`config.mk`:
```
export PLATFORM = sky130hd
export DESIGN_NAME = ccc_conv_ctrl
export DESIGN_NICKNAME = d
export VERILOG_FILES = /design/src/include/ccc_pkg.sv /design/src/hw/ccc_conv_ctrl.sv
export SDC_FILE = /design/constraint.sdc
export NUM_CORES = 1
export LEC_CHECK = 0
export BUFFER_PORTS_ARGS = -buffer_cell sky130_fd_sc_hd__buf_2
export CORE_ASPECT_RATIO = 0.8
export CORE_MARGIN = 5
export CORE_UTILIZATION = 40
export CTS_CLUSTER_DIAMETER = 40
export CTS_CLUSTER_SIZE = 8
export DETAILED_ROUTE_END_ITERATION = 16
export PLACE_DENSITY_LB_ADDON = 0.25
export SETUP_SLACK_MARGIN = 0.2
export SLEW_MARGIN = 10
export SYNTH_ARGS = -nofsm -noshare
export SYNTH_HDL_FRONTEND = slang
export SYNTH_SLANG_ARGS = --single-unit
```
`constraint.sdc`:
```
create_clock -name ref_clk -period 8.6 [get_ports ref_clk]
set_input_delay 0.86 -clock ref_clk [delete_from_list [all_inputs] [get_ports ref_clk]]
set_output_delay 0.86 -clock ref_clk [all_outputs]
set_load 0.005 [all_outputs]
```
`src/include/ccc_pkg.sv`:
```
// Constants shared by the conversion command and sequencing logic.
// Assumes an 8-bit RAM-style host port with a 10-bit byte address.
package ccc_pkg;
    // ----------------------------------------
    // Address map
    // ----------------------------------------
    localparam int ADDR_W = 10;
    localparam logic [9:0] CMD_STATUS_ADDR = 10'h000;
    localparam logic [9:0] RESULT_BASE = 10'h010;
    localparam logic [9:0] RESULT_END = 10'h037;
    localparam logic [9:0] ASSIGN_BASE = 10'h200;
    localparam logic [9:0] ASSIGN_END = 10'h227;
    localparam logic [9:0] IRQ_STATUS_ADDR = 10'h3f0;
    localparam logic [9:0] IRQ_MASK_ADDR = 10'h3f4;

    // ----------------------------------------
    // Command and status byte
    // ----------------------------------------
    localparam int GO_POS = 7;
    localparam int FIN_POS = 6;
    localparam logic [7:0] STATUS_RESET = 8'h00;
    localparam logic [2:0] START_TOP = 3'h4;
    localparam logic [1:0] DONE_FLAGS = 2'h1;
    localparam logic [7:0] SLEEP_CMD = 8'h97;
    localparam logic [4:0] CH_MULTI = 5'h00;
    localparam logic [4:0] CH_FIRST = 5'h01;
    localparam logic [4:0] CH_LAST = 5'h0a;
    localparam logic [4:0] NVM_READ_SEL = 5'h15;
    localparam logic [4:0] NVM_WRITE_SEL = 5'h16;
    localparam int NUM_CH = 10;

    // ----------------------------------------
    // Channel assignment word
    // ----------------------------------------
    localparam int TYPE_LSB = 27;
    localparam int ASSOC_LSB = 22;
    localparam logic [4:0] TC_LO = 5'h01;
    localparam logic [4:0] TC_HI = 5'h09;
    localparam logic [4:0] RTD_LO = 5'h0a;
    localparam logic [4:0] RTD_HI = 5'h12;
    localparam logic [4:0] TH_LO = 5'h13;
    localparam logic [4:0] TH_HI = 5'h19;
    localparam logic [4:0] DIODE_CODE = 5'h1c;
    localparam logic [4:0] SENSE_CODE = 5'h1d;
    localparam logic [4:0] ADC_CODE = 5'h1e;
    localparam logic [4:0] ANALOG_CODE = 5'h1f;

    // ----------------------------------------
    // Interrupt status bits
    // ----------------------------------------
    localparam int IRQ_W = 3;
    localparam int IRQ_DONE = 0;
    localparam int IRQ_RSVD = 1;
    localparam int IRQ_LOCK = 2;

    // ----------------------------------------
    // Timing
    // ----------------------------------------
    localparam int CLK_PERIOD_NS = 4;
    localparam int MEAS_CYCLE_NS = 82_000_000;
    localparam int MEAS_CYCLE_CLKS = MEAS_CYCLE_NS / CLK_PERIOD_NS;
    localparam logic [1:0] CYCLES_SHORT = 2'h2;
    localparam logic [1:0] CYCLES_LONG = 2'h3;

    typedef enum logic [3:0] {
        KIND_NONE, KIND_TC, KIND_RTD, KIND_THERM, KIND_DIODE,
        KIND_SENSE, KIND_ADC, KIND_ANALOG, KIND_RSVD
    } ccc_kind_e;

    typedef enum logic [2:0] {
        ST_IDLE, ST_SLEEP, ST_PICK, ST_LOAD, ST_MEAS, ST_FINISH, ST_NVM
    } ccc_state_e;
endpackage : ccc_pkg

```
`src/hw/ccc_conv_ctrl.sv`:
```
// Command decode and conversion sequencing for a ten channel
// temperature converter. Assumes one clock and a host that uses the
// plain byte port below; the analog front end answers on the same clock.
//
// Added by the designer: the address-and-strobe port.
`timescale 1ns/1ps
`default_nettype none
module ccc_conv_ctrl #(
    parameter int CYCLE_CLKS = ccc_pkg::MEAS_CYCLE_CLKS,
    parameter bit HAS_NVM = 1'b0
) (
    input wire logic ref_clk,
    input wire logic reset,
    input wire logic [9:0] bus_addr,
    input wire logic [7:0] bus_wdata,
    input wire logic bus_wr,
    input wire logic bus_rd,
    output logic [7:0] bus_rdata,
    output logic conv_int,
    output logic irq,
    output logic sleeping,
    output logic meas_start,
    output logic [4:0] meas_channel,
    output logic [4:0] meas_assoc,
    output logic [4:0] meas_kind,
    input wire logic [31:0] meas_result,
    output logic nvm_req,
    output logic nvm_write,
    input wire logic nvm_ack
);
    localparam int TW = $clog2(CYCLE_CLKS + 1);
    localparam logic [TW-1:0] TIMER_LOAD = TW'(CYCLE_CLKS - 1);

    // ----------------------------------------
    // Functions
    // ----------------------------------------
    function automatic ccc_pkg::ccc_kind_e kind_of(input logic [4:0] code);
        if (code == 5'h00) return ccc_pkg::KIND_NONE;
        else if (code <= ccc_pkg::TC_HI) return ccc_pkg::KIND_TC;
        else if (code <= ccc_pkg::RTD_HI) return ccc_pkg::KIND_RTD;
        else if (code <= ccc_pkg::TH_HI) return ccc_pkg::KIND_THERM;
        else if (code == ccc_pkg::DIODE_CODE) return ccc_pkg::KIND_DIODE;
        else if (code == ccc_pkg::SENSE_CODE) return ccc_pkg::KIND_SENSE;
        else if (code == ccc_pkg::ADC_CODE) return ccc_pkg::KIND_ADC;
        else if (code == ccc_pkg::ANALOG_CODE) return ccc_pkg::KIND_ANALOG;
        else return ccc_pkg::KIND_RSVD;
    endfunction : kind_of

    // Byte 0 of a word is its top byte, so fault flags read first
    function automatic logic [7:0] byte_of(input logic [31:0] w, input logic [1:0] b);
        case (b)
            2'h0: return w[31:24];
            2'h1: return w[23:16];
            2'h2: return w[15:8];
            default: return w[7:0];
        endcase
    endfunction : byte_of

    // ----------------------------------------
    // State
    // ----------------------------------------
    ccc_pkg::ccc_state_e state;
    logic [7:0] status;
    logic [4:0] chan;
    logic multi;
    logic [1:0] cyc_left;
    logic [TW-1:0] timer;
    logic [31:0] assign_mem [ccc_pkg::NUM_CH];
    logic [31:0] result_mem [ccc_pkg::NUM_CH];
    logic [ccc_pkg::IRQ_W-1:0] irq_stat;
    logic [ccc_pkg::IRQ_W-1:0] irq_mask;

    // ----------------------------------------
    // Address decode
    // ----------------------------------------
    wire logic busy = (state != ccc_pkg::ST_IDLE) && (state != ccc_pkg::ST_SLEEP);
    wire logic at_cmd = bus_addr == ccc_pkg::CMD_STATUS_ADDR;
    wire logic at_istat = bus_addr == ccc_pkg::IRQ_STATUS_ADDR;
    wire logic at_imask = bus_addr == ccc_pkg::IRQ_MASK_ADDR;
    wire logic in_res = bus_addr >= ccc_pkg::RESULT_BASE && bus_addr <= ccc_pkg::RESULT_END;
    wire logic in_asg = bus_addr >= ccc_pkg::ASSIGN_BASE && bus_addr <= ccc_pkg::ASSIGN_END;
    wire logic [9:0] res_off = bus_addr - ccc_pkg::RESULT_BASE;
    wire logic [9:0] asg_off = bus_addr - ccc_pkg::ASSIGN_BASE;
    wire logic [3:0] res_idx = res_off[5:2];
    wire logic [3:0] asg_idx = asg_off[5:2];
    // Interrupt registers are not part of the RAM, so the lockout spares them
    wire logic ram_acc = !at_istat && !at_imask;
    wire logic locked = busy && ram_acc && !at_cmd;
    wire logic refused = busy && ram_acc && (bus_wr || (bus_rd && !at_cmd));

    // ----------------------------------------
    // Command decode
    // ----------------------------------------
    wire logic cmd_wr = bus_wr && at_cmd && !busy;
    wire logic [4:0] sel = bus_wdata[4:0];
    // A set spare bit makes the byte reserved
    wire logic start_top = bus_wdata[7:5] == ccc_pkg::START_TOP;
    wire logic is_sleep = bus_wdata == ccc_pkg::SLEEP_CMD;
    wire logic is_multi = start_top && sel == ccc_pkg::CH_MULTI;
    wire logic is_single = start_top && sel >= ccc_pkg::CH_FIRST && sel <= ccc_pkg::CH_LAST;
    wire logic is_nvm = HAS_NVM && start_top
        && (sel == ccc_pkg::NVM_READ_SEL || sel == ccc_pkg::NVM_WRITE_SEL);
    wire logic is_rsvd = cmd_wr && !is_sleep && !is_multi && !is_single && !is_nvm;

    // ----------------------------------------
    // Channel under measurement
    // ----------------------------------------
    wire logic [4:0] chm1 = chan - 5'h01;
    wire logic chan_ok = chan >= ccc_pkg::CH_FIRST && chan <= ccc_pkg::CH_LAST;
    wire logic [31:0] cur_word = chan_ok ? assign_mem[chm1[3:0]] : 32'h0000_0000;
    wire logic [4:0] cur_code = cur_word[ccc_pkg::TYPE_LSB +: 5];
    wire ccc_pkg::ccc_kind_e cur_kind = kind_of(cur_code);
    // Sensors with a sense resistor need the extra cycle
    wire logic three_cyc = cur_kind == ccc_pkg::KIND_RTD || cur_kind == ccc_pkg::KIND_THERM;
    wire logic [1:0] ncyc = three_cyc ? ccc_pkg::CYCLES_LONG : ccc_pkg::CYCLES_SHORT;
    wire logic pair_kind = cur_kind == ccc_pkg::KIND_TC || three_cyc;
    wire logic [4:0] assoc = pair_kind ? cur_word[ccc_pkg::ASSOC_LSB +: 5] : 5'h00;
    wire logic timer_end = timer == '0;
    wire logic capture = state == ccc_pkg::ST_MEAS && timer_end && cyc_left == 2'h0;
    wire logic scan_over = chan > ccc_pkg::CH_LAST;

    // ----------------------------------------
    // Sequencer
    // ----------------------------------------
    always_ff @(posedge ref_clk) begin
        if (reset) begin
            state <= ccc_pkg::ST_IDLE;
            chan <= 5'h00;
            multi <= 1'b0;
            cyc_left <= 2'h0;
            timer <= '0;
            sleeping <= 1'b0;
            nvm_req <= 1'b0;
            nvm_write <= 1'b0;
        end else begin
            case (state)
                ccc_pkg::ST_IDLE, ccc_pkg::ST_SLEEP: begin
                    if (cmd_wr && !is_rsvd) begin
                        sleeping <= is_sleep;
                        chan <= is_multi ? ccc_pkg::CH_FIRST : sel;
                        multi <= is_multi;
                        nvm_req <= is_nvm;
                        nvm_write <= sel == ccc_pkg::NVM_WRITE_SEL;
                        if (is_sleep) state <= ccc_pkg::ST_SLEEP;
                        else if (is_nvm) state <= ccc_pkg::ST_NVM;
                        else if (is_multi) state <= ccc_pkg::ST_PICK;
                        else state <= ccc_pkg::ST_LOAD;
                    end
                end
                ccc_pkg::ST_PICK: begin
                    // Unassigned channels are skipped during a scan
                    if (scan_over) state <= ccc_pkg::ST_FINISH;
                    else if (cur_kind == ccc_pkg::KIND_NONE) chan <= chan + 5'h01;
                    else state <= ccc_pkg::ST_LOAD;
                end
                ccc_pkg::ST_LOAD: begin
                    cyc_left <= ncyc - 2'h1;
                    timer <= TIMER_LOAD;
                    state <= ccc_pkg::ST_MEAS;
                end
                ccc_pkg::ST_MEAS: begin
                    timer <= timer_end ? TIMER_LOAD : timer - TW'(1);
                    if (timer_end && cyc_left != 2'h0) cyc_left <= cyc_left - 2'h1;
                    if (capture) begin
                        chan <= chan + 5'h01;
                        state <= multi ? ccc_pkg::ST_PICK : ccc_pkg::ST_FINISH;
                    end
                end
                ccc_pkg::ST_NVM: begin
                    if (nvm_ack) begin
                        nvm_req <= 1'b0;
                        state <= ccc_pkg::ST_FINISH;
                    end
                end
                ccc_pkg::ST_FINISH: state <= ccc_pkg::ST_IDLE;
                default: state <= ccc_pkg::ST_IDLE;
            endcase
        end
    end

    // ----------------------------------------
    // Front end strobes
    // ----------------------------------------
    wire logic next_meas_start = state == ccc_pkg::ST_LOAD
        || (state == ccc_pkg::ST_MEAS && timer_end && cyc_left != 2'h0);

    always_ff @(posedge ref_clk) begin
        if (reset) begin
            meas_start <= 1'b0;
            meas_channel <= 5'h00;
            meas_assoc <= 5'h00;
            meas_kind <= 5'h00;
        end else begin
            meas_start <= next_meas_start;
            if (state == ccc_pkg::ST_LOAD) begin
                meas_channel <= chan;
                meas_assoc <= assoc;
                meas_kind <= cur_code;
            end
        end
    end

    // ----------------------------------------
    // Status byte and interrupt pin
    // ----------------------------------------
    always_ff @(posedge ref_clk) begin
        if (reset) begin
            status <= ccc_pkg::STATUS_RESET;
            conv_int <= 1'b1;
        end else if (state == ccc_pkg::ST_FINISH) begin
            status[ccc_pkg::GO_POS -: 2] <= ccc_pkg::DONE_FLAGS;
            conv_int <= 1'b1;
        end else if (cmd_wr && !is_rsvd) begin
            status <= bus_wdata;
            conv_int <= is_sleep;
        end
    end

    // ----------------------------------------
    // Assignment and result storage
    // ----------------------------------------
    always_ff @(posedge ref_clk) begin
        if (reset) begin
            for (int i = 0; i < ccc_pkg::NUM_CH; i++) begin
                assign_mem[i] <= 32'h0000_0000;
                result_mem[i] <= 32'h0000_0000;
            end
        end else begin
            if (bus_wr && in_asg && !busy) begin
                case (asg_off[1:0])
                    2'h0: assign_mem[asg_idx][31:24] <= bus_wdata;
                    2'h1: assign_mem[asg_idx][23:16] <= bus_wdata;
                    2'h2: assign_mem[asg_idx][15:8] <= bus_wdata;
                    default: assign_mem[asg_idx][7:0] <= bus_wdata;
                endcase
            end
            if (capture) result_mem[chm1[3:0]] <= meas_result;
        end
    end

    // ----------------------------------------
    // Interrupt status and mask
    // ----------------------------------------
    wire logic [ccc_pkg::IRQ_W-1:0] irq_set = {refused, is_rsvd, state == ccc_pkg::ST_FINISH};
    wire logic [ccc_pkg::IRQ_W-1:0] irq_clr = (bus_wr && at_istat) ? bus_wdata[ccc_pkg::IRQ_W-1:0] : '0;

    always_ff @(posedge ref_clk) begin
        if (reset) begin
            irq_stat <= '0;
            irq_mask <= '0;
            irq <= 1'b0;
        end else begin
            // A new event beats a clear in the same cycle
            irq_stat <= (irq_stat & ~irq_clr) | irq_set;
            if (bus_wr && at_imask) irq_mask <= bus_wdata[ccc_pkg::IRQ_W-1:0];
            irq <= |(irq_stat & irq_mask);
        end
    end

    // ----------------------------------------
    // Read path
    // ----------------------------------------
    wire logic [7:0] rd_val =
        at_cmd ? status :
        locked ? 8'h00 :
        in_res ? byte_of(result_mem[res_idx], res_off[1:0]) :
        in_asg ? byte_of(assign_mem[asg_idx], asg_off[1:0]) :
        at_istat ? {5'h00, irq_stat} :
        at_imask ? {5'h00, irq_mask} : 8'h00;

    always_ff @(posedge ref_clk) begin
        if (reset) bus_rdata <= 8'h00;
        else bus_rdata <= bus_rd ? rd_val : 8'h00;
    end

    logic [1:0] starts_seen;
    logic [1:0] cyc_want;
    always_ff @(posedge ref_clk) begin
        if (reset) begin
            starts_seen <= 2'h0;
            cyc_want <= 2'h0;
        end else if (state == ccc_pkg::ST_LOAD) begin
            starts_seen <= 2'h0;
            cyc_want <= ncyc;
        end else if (meas_start) begin
            starts_seen <= starts_seen + 2'h1;
        end
    end
endmodule : ccc_conv_ctrl
`default_nettype wire

```
==> Yosys cells after proc, flatten, opt, wreduce, memory -nomap -nowiden <==
Memory sizes are Yosys's and may differ from the RTL's.
Index checks and enable logic that the tools add are counted.
{ "classes": {"n_addsub": 7, "multipliers": 0, "div": 0, "n_lt_le_gt_ge": 12, "n_eq_ne": 30, "shifts": 0, "muxes": 71, "bitwise_logic": 6, "n_reduce_logical": 66} }
{ "ops": {"columns": ["op", "n"], "rows": [
  ["$mux W32", 3],
  ["$reduce_or A32 Y1", 2],
  ["$pmux W25 S2", 1],
  ["$pmux W8 S3", 2],
  ["$mux W4", 11],
  ["$mux W8", 4],
  ["$mux W5", 6],
  ["$mux W1", 27],
  ["$mux W3", 9],
  ["$logic_and A1 B1 Y1", 26],
  ["$eq A5 B5 Y1 const B", 5],
  ["$logic_not A25 Y1", 1],
  ["$mux W25", 1],
  ["$sub A25 B1 Y25 const B", 1],
  ["$eq A10 B10 Y1 const B", 2],
  ["$le A5 B4 Y1 const B", 3],
  ["$pmux W3 S5", 1],
  ["$pmux W5 S3", 1],
  ["$eq A3 B3 Y1 const B", 4],
  ["$ne A2 B2 Y1 const B", 6],
  ["$ge A10 B10 Y1 const B", 1],
  ["$ge A10 B5 Y1 const B", 1],
  ["$ge A5 B1 Y1 const B", 2],
  ["$le A10 B10 Y1 const B", 1],
  ["40 further kinds", 71]
]} }
{ "word_totals": {"reg_bits": 79, "latch_bits": 0, "mem_bits_rw": 640, "mem_bits_ro": 0, "input_bits": 55, "output_inout_bits": 29, "word_cells": 214, "n_memories": 2} }
{ "mem_list": {"columns": ["memory", "words", "word_bits", "rd", "rd_clocked_by_memory_dff", "write_ports", "line_no", "source"], "rows": [
  ["assign_mem", 10, 32, 2, 0, 10, "ccc_conv_ctrl.sv:68", "logic [31:0] assign_mem [ccc_pkg::NUM_CH];"],
  ["result_mem", 10, 32, 1, 0, 10, "ccc_conv_ctrl.sv:69", "logic [31:0] result_mem [ccc_pkg::NUM_CH];"]
]} }

==> Longest topological paths before layout <==
Gate-level depths: netlist (run 1).
{ "depth": {"word_depth": 17, "depth_mapped": 15, "ltp_nobuf": 9} }

==> Worst setup path before layout (run 1) <==
OpenSTA, ideal clock, no wires.
{ "synth_timing": {"kind": "flip-flop to flip-flop", "startpoint": "reg chan[0]", "endpoint": "mem result_mem[13][0], enable pin", "setup_time_ns": 0.468, "arrival_time_ns": 5.296, "required_time_ns": 8.132, "slack_ns": 2.836, "path_stages_with_launch": 11, "path_buffers": 7, "synth_period_minus_slack_ns": 5.764, "cell_sequence": "dfxtp_1 buf_4 buf_2 clkbuf_1 inv_1 ha_1 clkbuf_1 clkbuf_1 clkbuf_1 clkbuf_1 nor3b_1"} }
{ "synth_rtl": {"columns": ["item", "line_no", "source"], "rows": [
  ["start, declared", "ccc_conv_ctrl.sv:64", "logic [4:0] chan;"],
  ["start signal, assigned", "ccc_conv_ctrl.sv:140", "chan <= is_multi ? ccc_pkg::CH_FIRST : sel;"],
  ["start signal, assigned", "ccc_conv_ctrl.sv:153", "else if (cur_kind == ccc_pkg::KIND_NONE) chan <= chan + 5'h01;"],
  ["start signal, assigned", "ccc_conv_ctrl.sv:165", "chan <= chan + 5'h01;"],
  ["end, declared", "ccc_conv_ctrl.sv:69", null]
]} }

==> results of run 1 <==
-- final cells by class --
class	count	share of cell area, %
clock inverter	43	0.889
sequential	1102	59.0
timing repair buffer	136	1.58
tap	1552	3.54
multi-input combinational	1608	26.3
antenna	3	0.0137
clock buffer	217	8.36
inverter	52	0.356
-- routing by layer --
layer | track usage (%) | wire, µm | vias to the layer above
met3 | 6.04 | 16100 | 267
met1 | 31.0 | 55400 | 14700
met2 | 32.5 | 61700 | 1799
met4 | 6.66 | 3750 | 2
li1 | - | - | 11600
met5 | 0 | 13 | -
-- critical path, delay by kind of cell --
kind | cells | cell delay [ns]
AOI/OAI and AO/OA | 2 | 1.04
adders and majority gates | 1 | 0.32
buffers and inverters | 2 | 0.93
and+or+nand+nor | 5 | 2.79
-- through the flow --
stage,instance area [µm²],hold WS [ns],utilization (%),setup slack [ns]
floorplan,47500,0.425,-,2.84
global placement,49700,0.440,42.0,2.58
detailed placement,49700,0.447,42.0,2.35
CTS,54800,0.338,46.3,3.16
global route,54800,0.388,46.3,2.61
finish,54800,0.390,46.3,3.02
-- worst min-delay path by stage --
stage | start | endpoint | slack, ns | depth (start not counted)
detailed placement | nvm_write | nvm_write | 0.45 | 1
CTS | reset | meas_channel[4] | 0.34 | 2
finish | reset | meas_channel[4] | 0.39 | 2
global placement | nvm_write | nvm_write | 0.44 | 1
global route | reset | meas_channel[4] | 0.39 | 2
floorplan | status[0] | bus_rdata[0] | 0.42 | 2
-- layout by cell type, fill, tap and decap left out, drive strengths merged, types with 5 or more instances in the layout --
| master | synthesis | routed |
|---|---|---|
| o31ai | 5 | 5 |
| nor4 | 13 | 13 |
| nand2 | 179 | 179 |
| mux2i | 18 | 18 |
| a41oi | 6 | 6 |
| nor2 | 660 | 660 |
| inv | 52 | 61 |
| clkinv | 0 | 25 |
| o22ai | 7 | 7 |
| a311oi | 7 | 7 |
| mux4 | 371 | 371 |
| nor2b | 9 | 9 |
| a2111oi | 6 | 6 |
| dfxtp | 78 | 78 |
| a22oi | 6 | 6 |
| and2 | 5 | 5 |
| bufinv | 0 | 6 |
| xnor2 | 9 | 9 |
| a21o | 21 | 21 |
| ha | 10 | 10 |
| xor2 | 7 | 7 |
| edfxtp | 1024 | 1024 |
| buf | 53 | 136 |
| nor3 | 26 | 26 |
| nand2b | 50 | 50 |
| and3 | 32 | 32 |
| nand3 | 20 | 20 |
| a31oi | 5 | 5 |
| or3 | 13 | 13 |
| a22o | 5 | 5 |
| or2 | 6 | 6 |
| a21oi | 48 | 48 |
| clkbuf | 141 | 217 |
| o21ai | 11 | 11 |
-- flip-flops by register name, indices dropped and copies added (netlist names), 5 cells and up --
register      cells
assign_mem      512
bus_rdata         8
chan              5
meas_assoc        5
meas_channel      5
meas_kind         5
result_mem      512
status            8
timer            25
-- cells by family after synthesis --
family	after synthesis	share of synthesized area, %
flip-flops	1102	68.0
AND/OR/NAND/NOR	1034	9.17
multiplexers	393	18.0
buffers and inverters	246	2.02
AO/OA/AOI/OAI	154	2.24
XOR/XNOR	16	0.295
adder cells (fa/ha/maj)	10	0.263
other	1	0.00789
-- power breakdown --
group / total [µW] / switching, µW / internal, µW
clock network: 6210 / 2330 / 3880
logic: 594 / 341 / 253
registers: 6030 / 59.6 / 5970
total: 12800 / 2730 / 10100
==> results.py, run 1 <==
metrics = {
    "cts": {
        "cts_resized": 0,
        "clk_pin_slew_ns": 0.05,
        "cts_num_sinks": 1102,
        "cts.hold.buffers_added": 0,
        "cts_tree": "yes",
        "cts_setup_buffers": 0,
        "cts-buffers-inserted": 172,
        "htreeDepth": 4,
        "clk_path_buf_depth": 3,
        "root_buffer": "clkbuf_16",
        "clock_latency_ns": 0.76,
    },
    "yosys": {
        "syn_area_mm2": 0.0475,
        "synth_warnings": 0,
        "ys_async_sr_fraction_pct": 0,
        "synth_edf_count": 1024,
        "yosysMostFrequentCell": "edfxtp_1",
        "synth-main-ff-cell": "edfxtp_1",
        "netlist-cell-type-count": 71,
        "synth_nets": 3021,
        "ys_top_cells_by_area": "edfxtp_1 65%, mux4_2 18%, nor2_1 5.2%, dfxtp_1 3.3%, nand2_1 1.4%",
        "synth_top_cell_area_share_pct": 64.7,
        "synth_top_cell_by_area": "edfxtp_1",
        "avgSynthCellArea_um2": 16.1,
        "yosys_register_bits": 1102,
        "synth_cells": 2956,
        "ys_seq_area_share_pct": 68.0,
        "synth_common_cells": "1024 x edfxtp_1, 660 x nor2_1, 371 x mux4_2",
    },
    "critical_path": {
        "required_ns": 9.00,
        "start_kind": "primary input",
        "r2r-start": "timer[0]",
        "crit_type": "in -> reg",
        "ff2ff_setup_slack_ns": 3.31,
        "endpoint": "assign_mem[4][6]",
        "crit_slowest_cell": "nor3_1",
        "worstRegToRegCells": 11,
        "cp.arrival_ns": 5.98,
        "cpPeakStageDelay_ns": 0.92,
        "crit_chain": "buf_4 -> inv_1 -> ha_1 -> a21bo_2 -> a2111oi_2 -> nor2b_1 -> nand3_1 -> nor3_1 -> nand2_1 -> nand2b_1",
        "worstSetupStartpoint": "bus_addr[4]",
        "cp-end-kind": "register",
        "r2r_end": "result_mem[1][5]",
        "path_max_fanout": 36,
    },
    "global_route": {
        "grt_overflow_total": 0,
        "grt_pass1_wl_mm": 199,
        "antenna_found_initial": 7,
        "first_global_vias": 28300,
        "grt_max_degree": 153,
        "track_usage_pct": 21.6,
    },
    "power_and_ir_drop": {
        "leakage_uw": 0.0170,
        "power_density_mw_per_mm2": 234,
        "peakVddDrop_uv": 196,
        "power.total_uw": 12800,
    },
    "drt": {
        "wirelength_mm": 137,
        "drtIter0Drc": 3764,
        "wl_per_cell_um": 29.1,
        "drc_errors": 0,
        "viasPerCell": 6.02,
        "drtAntennaViolNets": 0,
        "via_count": 28400,
        "dr.pass1.iters": 8,
    },
    "sta": {
        "relSlewSlack_pct": 20.6,
        "rsz0062_at_grt": "no",
        "hold_violations": 0,
        "max_freq_mhz": 179,
        "fin_crit_sh_pct": 64.9,
        "slew_viol_final": 0,
        "tns_ns": 0,
        "skew_ns": 0.0200,
        "setup_viol": 0,
        "worstMarginPinSlew_ns": 1.19,
        "finalCriticalPeriod_ns": 5.58,
    },
    "die": {
        "start_util_pct": 40.2,
        "ios": 84,
        "die_h_um": 318,
        "core-area_mm2": 0.118,
        "rows": 113,
        "die_x_um": 395,
        "die_area_mm2": 0.126,
    },
    "final_layout": {
        "final_layout_size_suffix_gt1_share_pct": 24.4,
        "nNetsFinal": 3137,
        "multiInputGateArea_mm2": 0.0144,
        "register_area_mm2": 0.0323,
        "area_growth_pct": 15.2,
        "nFillCells": 9877,
        "final-instance-count-excl-fill": 4713,
    },
    "placement": {
        "dp_hpwl_mm": 82.5,
        "portBuffers": 82,
        "placed_cells": 4450,
        "gp_congestion": 0.884,
    },
    "outcome": {
        "status": "complete, no violations",
    },
    "min_path": {
        "hp-class": "in -> reg",
    },
    "flow_run": {
        "cap_violations": 0,
    },
}
(Power assumes the default switching activity.)
==> run 2, diff against run 1 <==
- clock period: 8.6 -> 5.75 ns (I/O delays scaled with it)
==> run 2 against run 1 <==
Via count down 0.13%; clock power up 52%; flip-flop and latch count unchanged; power up 51%; sequential share of layout area down 0.21 points; non-clock buffer count up 12; clock skew up 0.0082 ns.
==> results.py, run 2 (synthesized netlist as in run 1, its figures left out) <==
metrics = {
    "flow_run": {
        "cap_violations": 0,
    },
    "min_path": {
        "worstHoldStart": "nvm_ack",
        "min_to": "state[1]",
        "hp-class": "in -> reg",
        "min_path_cells": 3,
    },
    "cts": {
        "cts-buffers-inserted": 174,
        "cts_num_sinks": 1102,
        "htreeDepth": 4,
        "cts_setup_buffers": 0,
        "clk_path_buf_depth": 3,
        "cts_tree": "yes",
        "clock_latency_ns": 0.74,
        "cts.hold.buffers_added": 0,
        "root_buffer": "clkbuf_16",
        "cts_resized": 0,
        "clk_pin_slew_ns": 0.05,
    },
    "global_route": {
        "antenna_found_initial": 6,
        "track_usage_pct": 21.3,
        "grt_max_degree": 120,
        "first_global_vias": 28700,
        "grt_pass1_wl_mm": 198,
        "grt_overflow_total": 0,
    },
    "sta": {
        "hold_violations": 0,
        "setup_viol": 0,
        "rsz0062_at_grt": "no",
        "skew_ns": 0.0282,
        "setup_slack_ns": 0.905,
        "tns_ns": 0,
        "fin_crit_sh_pct": 84.3,
        "max_freq_mhz": 206,
        "relSlewSlack_pct": 18.9,
        "worstMarginPinSlew_ns": 1.22,
        "hold_slack_ns": 0.253,
        "finalCriticalPeriod_ns": 4.84,
        "slew_viol_final": 0,
    },
    "power_and_ir_drop": {
        "power_density_mw_per_mm2": 352,
        "leakage_uw": 0.0172,
        "peakVddDrop_uv": 250,
        "power.total_uw": 19300,
    },
    "placement": {
        "dp_hpwl_mm": 85.5,
        "portBuffers": 82,
        "placedInstanceArea_mm2": 0.0498,
        "gp_congestion": 0.885,
        "place_ws_ns": 0.821,
    },
    "critical_path": {
        "ff2ff_setup_slack_ns": 0.91,
        "crit_type": "reg -> reg",
        "path_max_fanout": 33,
        "r2r-start": "timer[0]",
        "required_ns": 6.09,
        "worstRegToRegCells": 12,
        "start_kind": "register",
        "cp.arrival_ns": 5.18,
        "r2r_end": "result_mem[5][30]",
        "cp-end-kind": "register",
    },
    "final_layout": {
        "nNetsFinal": 3151,
        "top_regs": "assign_mem: 512 flops, result_mem: 512 flops, timer: 25 flops",
        "final_layout_size_suffix_gt1_share_pct": 24.6,
        "layout_commonest_cell": "edfxtp_1",
        "area_growth_pct": 15.6,
        "mostFrequentLayoutCells": "1024 x edfxtp_1, 657 x nor2_1, 371 x mux4_2",
        "design_area_mm2": 0.0550,
    },
    "drt": {
        "wl_per_cell_um": 28.5,
        "dr.pass1.iters": 6,
        "viasPerCell": 5.99,
        "via_count": 28300,
        "wirelength_mm": 135,
        "drtIter0Drc": 3731,
        "drtAntennaViolNets": 0,
        "drc_errors": 0,
    },
    "die": {
        "core-area_mm2": 0.118,
        "die_x_um": 395,
        "die_area_mm2": 0.126,
        "start_util_pct": 40.2,
        "rows": 113,
        "die_h_um": 318,
        "ios": 84,
    },
    "outcome": {
        "status": "complete, no violations",
    },
}
run 2: changes by cell type in the layout (fill, tap and decap cells not counted), moves of 2 or more:
| cell | change |
|---|---|
| buf_4 | +10 |
| clkbuf_1 | +9 |
| buf_12 | +2 |
| inv_16 | -4 |
| clkbuf_8 | +2 |
| nand2_1 | +6 |
| clkinv_1 | -3 |
| clkbuf_16 | +5 |
| nand2_2 | -6 |
run 2: worst max-delay path, cell delays in order, from the launching register on:
cell and delay, ns:
dfxtp_1 0.36, inv_1 0.08, ha_1 0.21, or3b_1 0.44, nor3_2 0.25, or4b_1 0.56
nor4_2 0.33, buf_4 0.20, buf_4 0.40, and3_1 0.33, nand2_1 0.09, buf_4 0.30
nand2b_2 0.83
run 2: layout make-up:
class	instances	area [µm²]
Fill cell	9941	63400
Sequential cell	1102	32300
Inverter	52	195
Clock buffer	233	4760
Tap cell	1552	1940
Clock inverter	38	395
Timing Repair Buffer	148	981
Antenna cell	2	5.00
Multi-Input combinational cell	1608	14400
run 2: stage by stage:
stage | util, % | cells
3_5_place_dp | 42.1 | 4462
6_report | 46.5 | 4735
3_3_place_gp | 42.1 | 4462
4_1_cts | 46.5 | 4733
5_1_grt | 46.5 | 4733
2_1_floorplan | - | 2956
run 2: routing by layer:
| metal | track usage (%) | up-vias | share of wire (%) |
|---|---|---|---|
| met5 | 0 | - | 0.060 |
| met4 | 6.34 | 6 | 2.7 |
| met3 | 5.38 | 266 | 10 |
| met2 | 32.1 | 1603 | 45 |
| met1 | 30.9 | 14800 | 42 |
| li1 | - | 11600 | - |
run 2: how the worst max path moves through the flow:
stage | to | slack, ns | start | cells past startpoint
after floorplan | result_mem[15][0] | 0.25 | chan[0] | 9
after global placement | assign_mem[0][22] | 1.05 | bus_addr[4] | 10
after detailed placement | assign_mem[0][20] | 0.82 | bus_addr[4] | 10
after CTS | result_mem[6][30] | 0.94 | timer[0] | 12
after global routing | result_mem[5][12] | 0.75 | timer[0] | 12
final | result_mem[5][30] | 0.91 | timer[0] | 12
run 2: report_power, final:
group          switching, µW  internal (µW)
registers               85.4           8940
clock network           3450           5970
logic                    519            378
total                   4050          15300
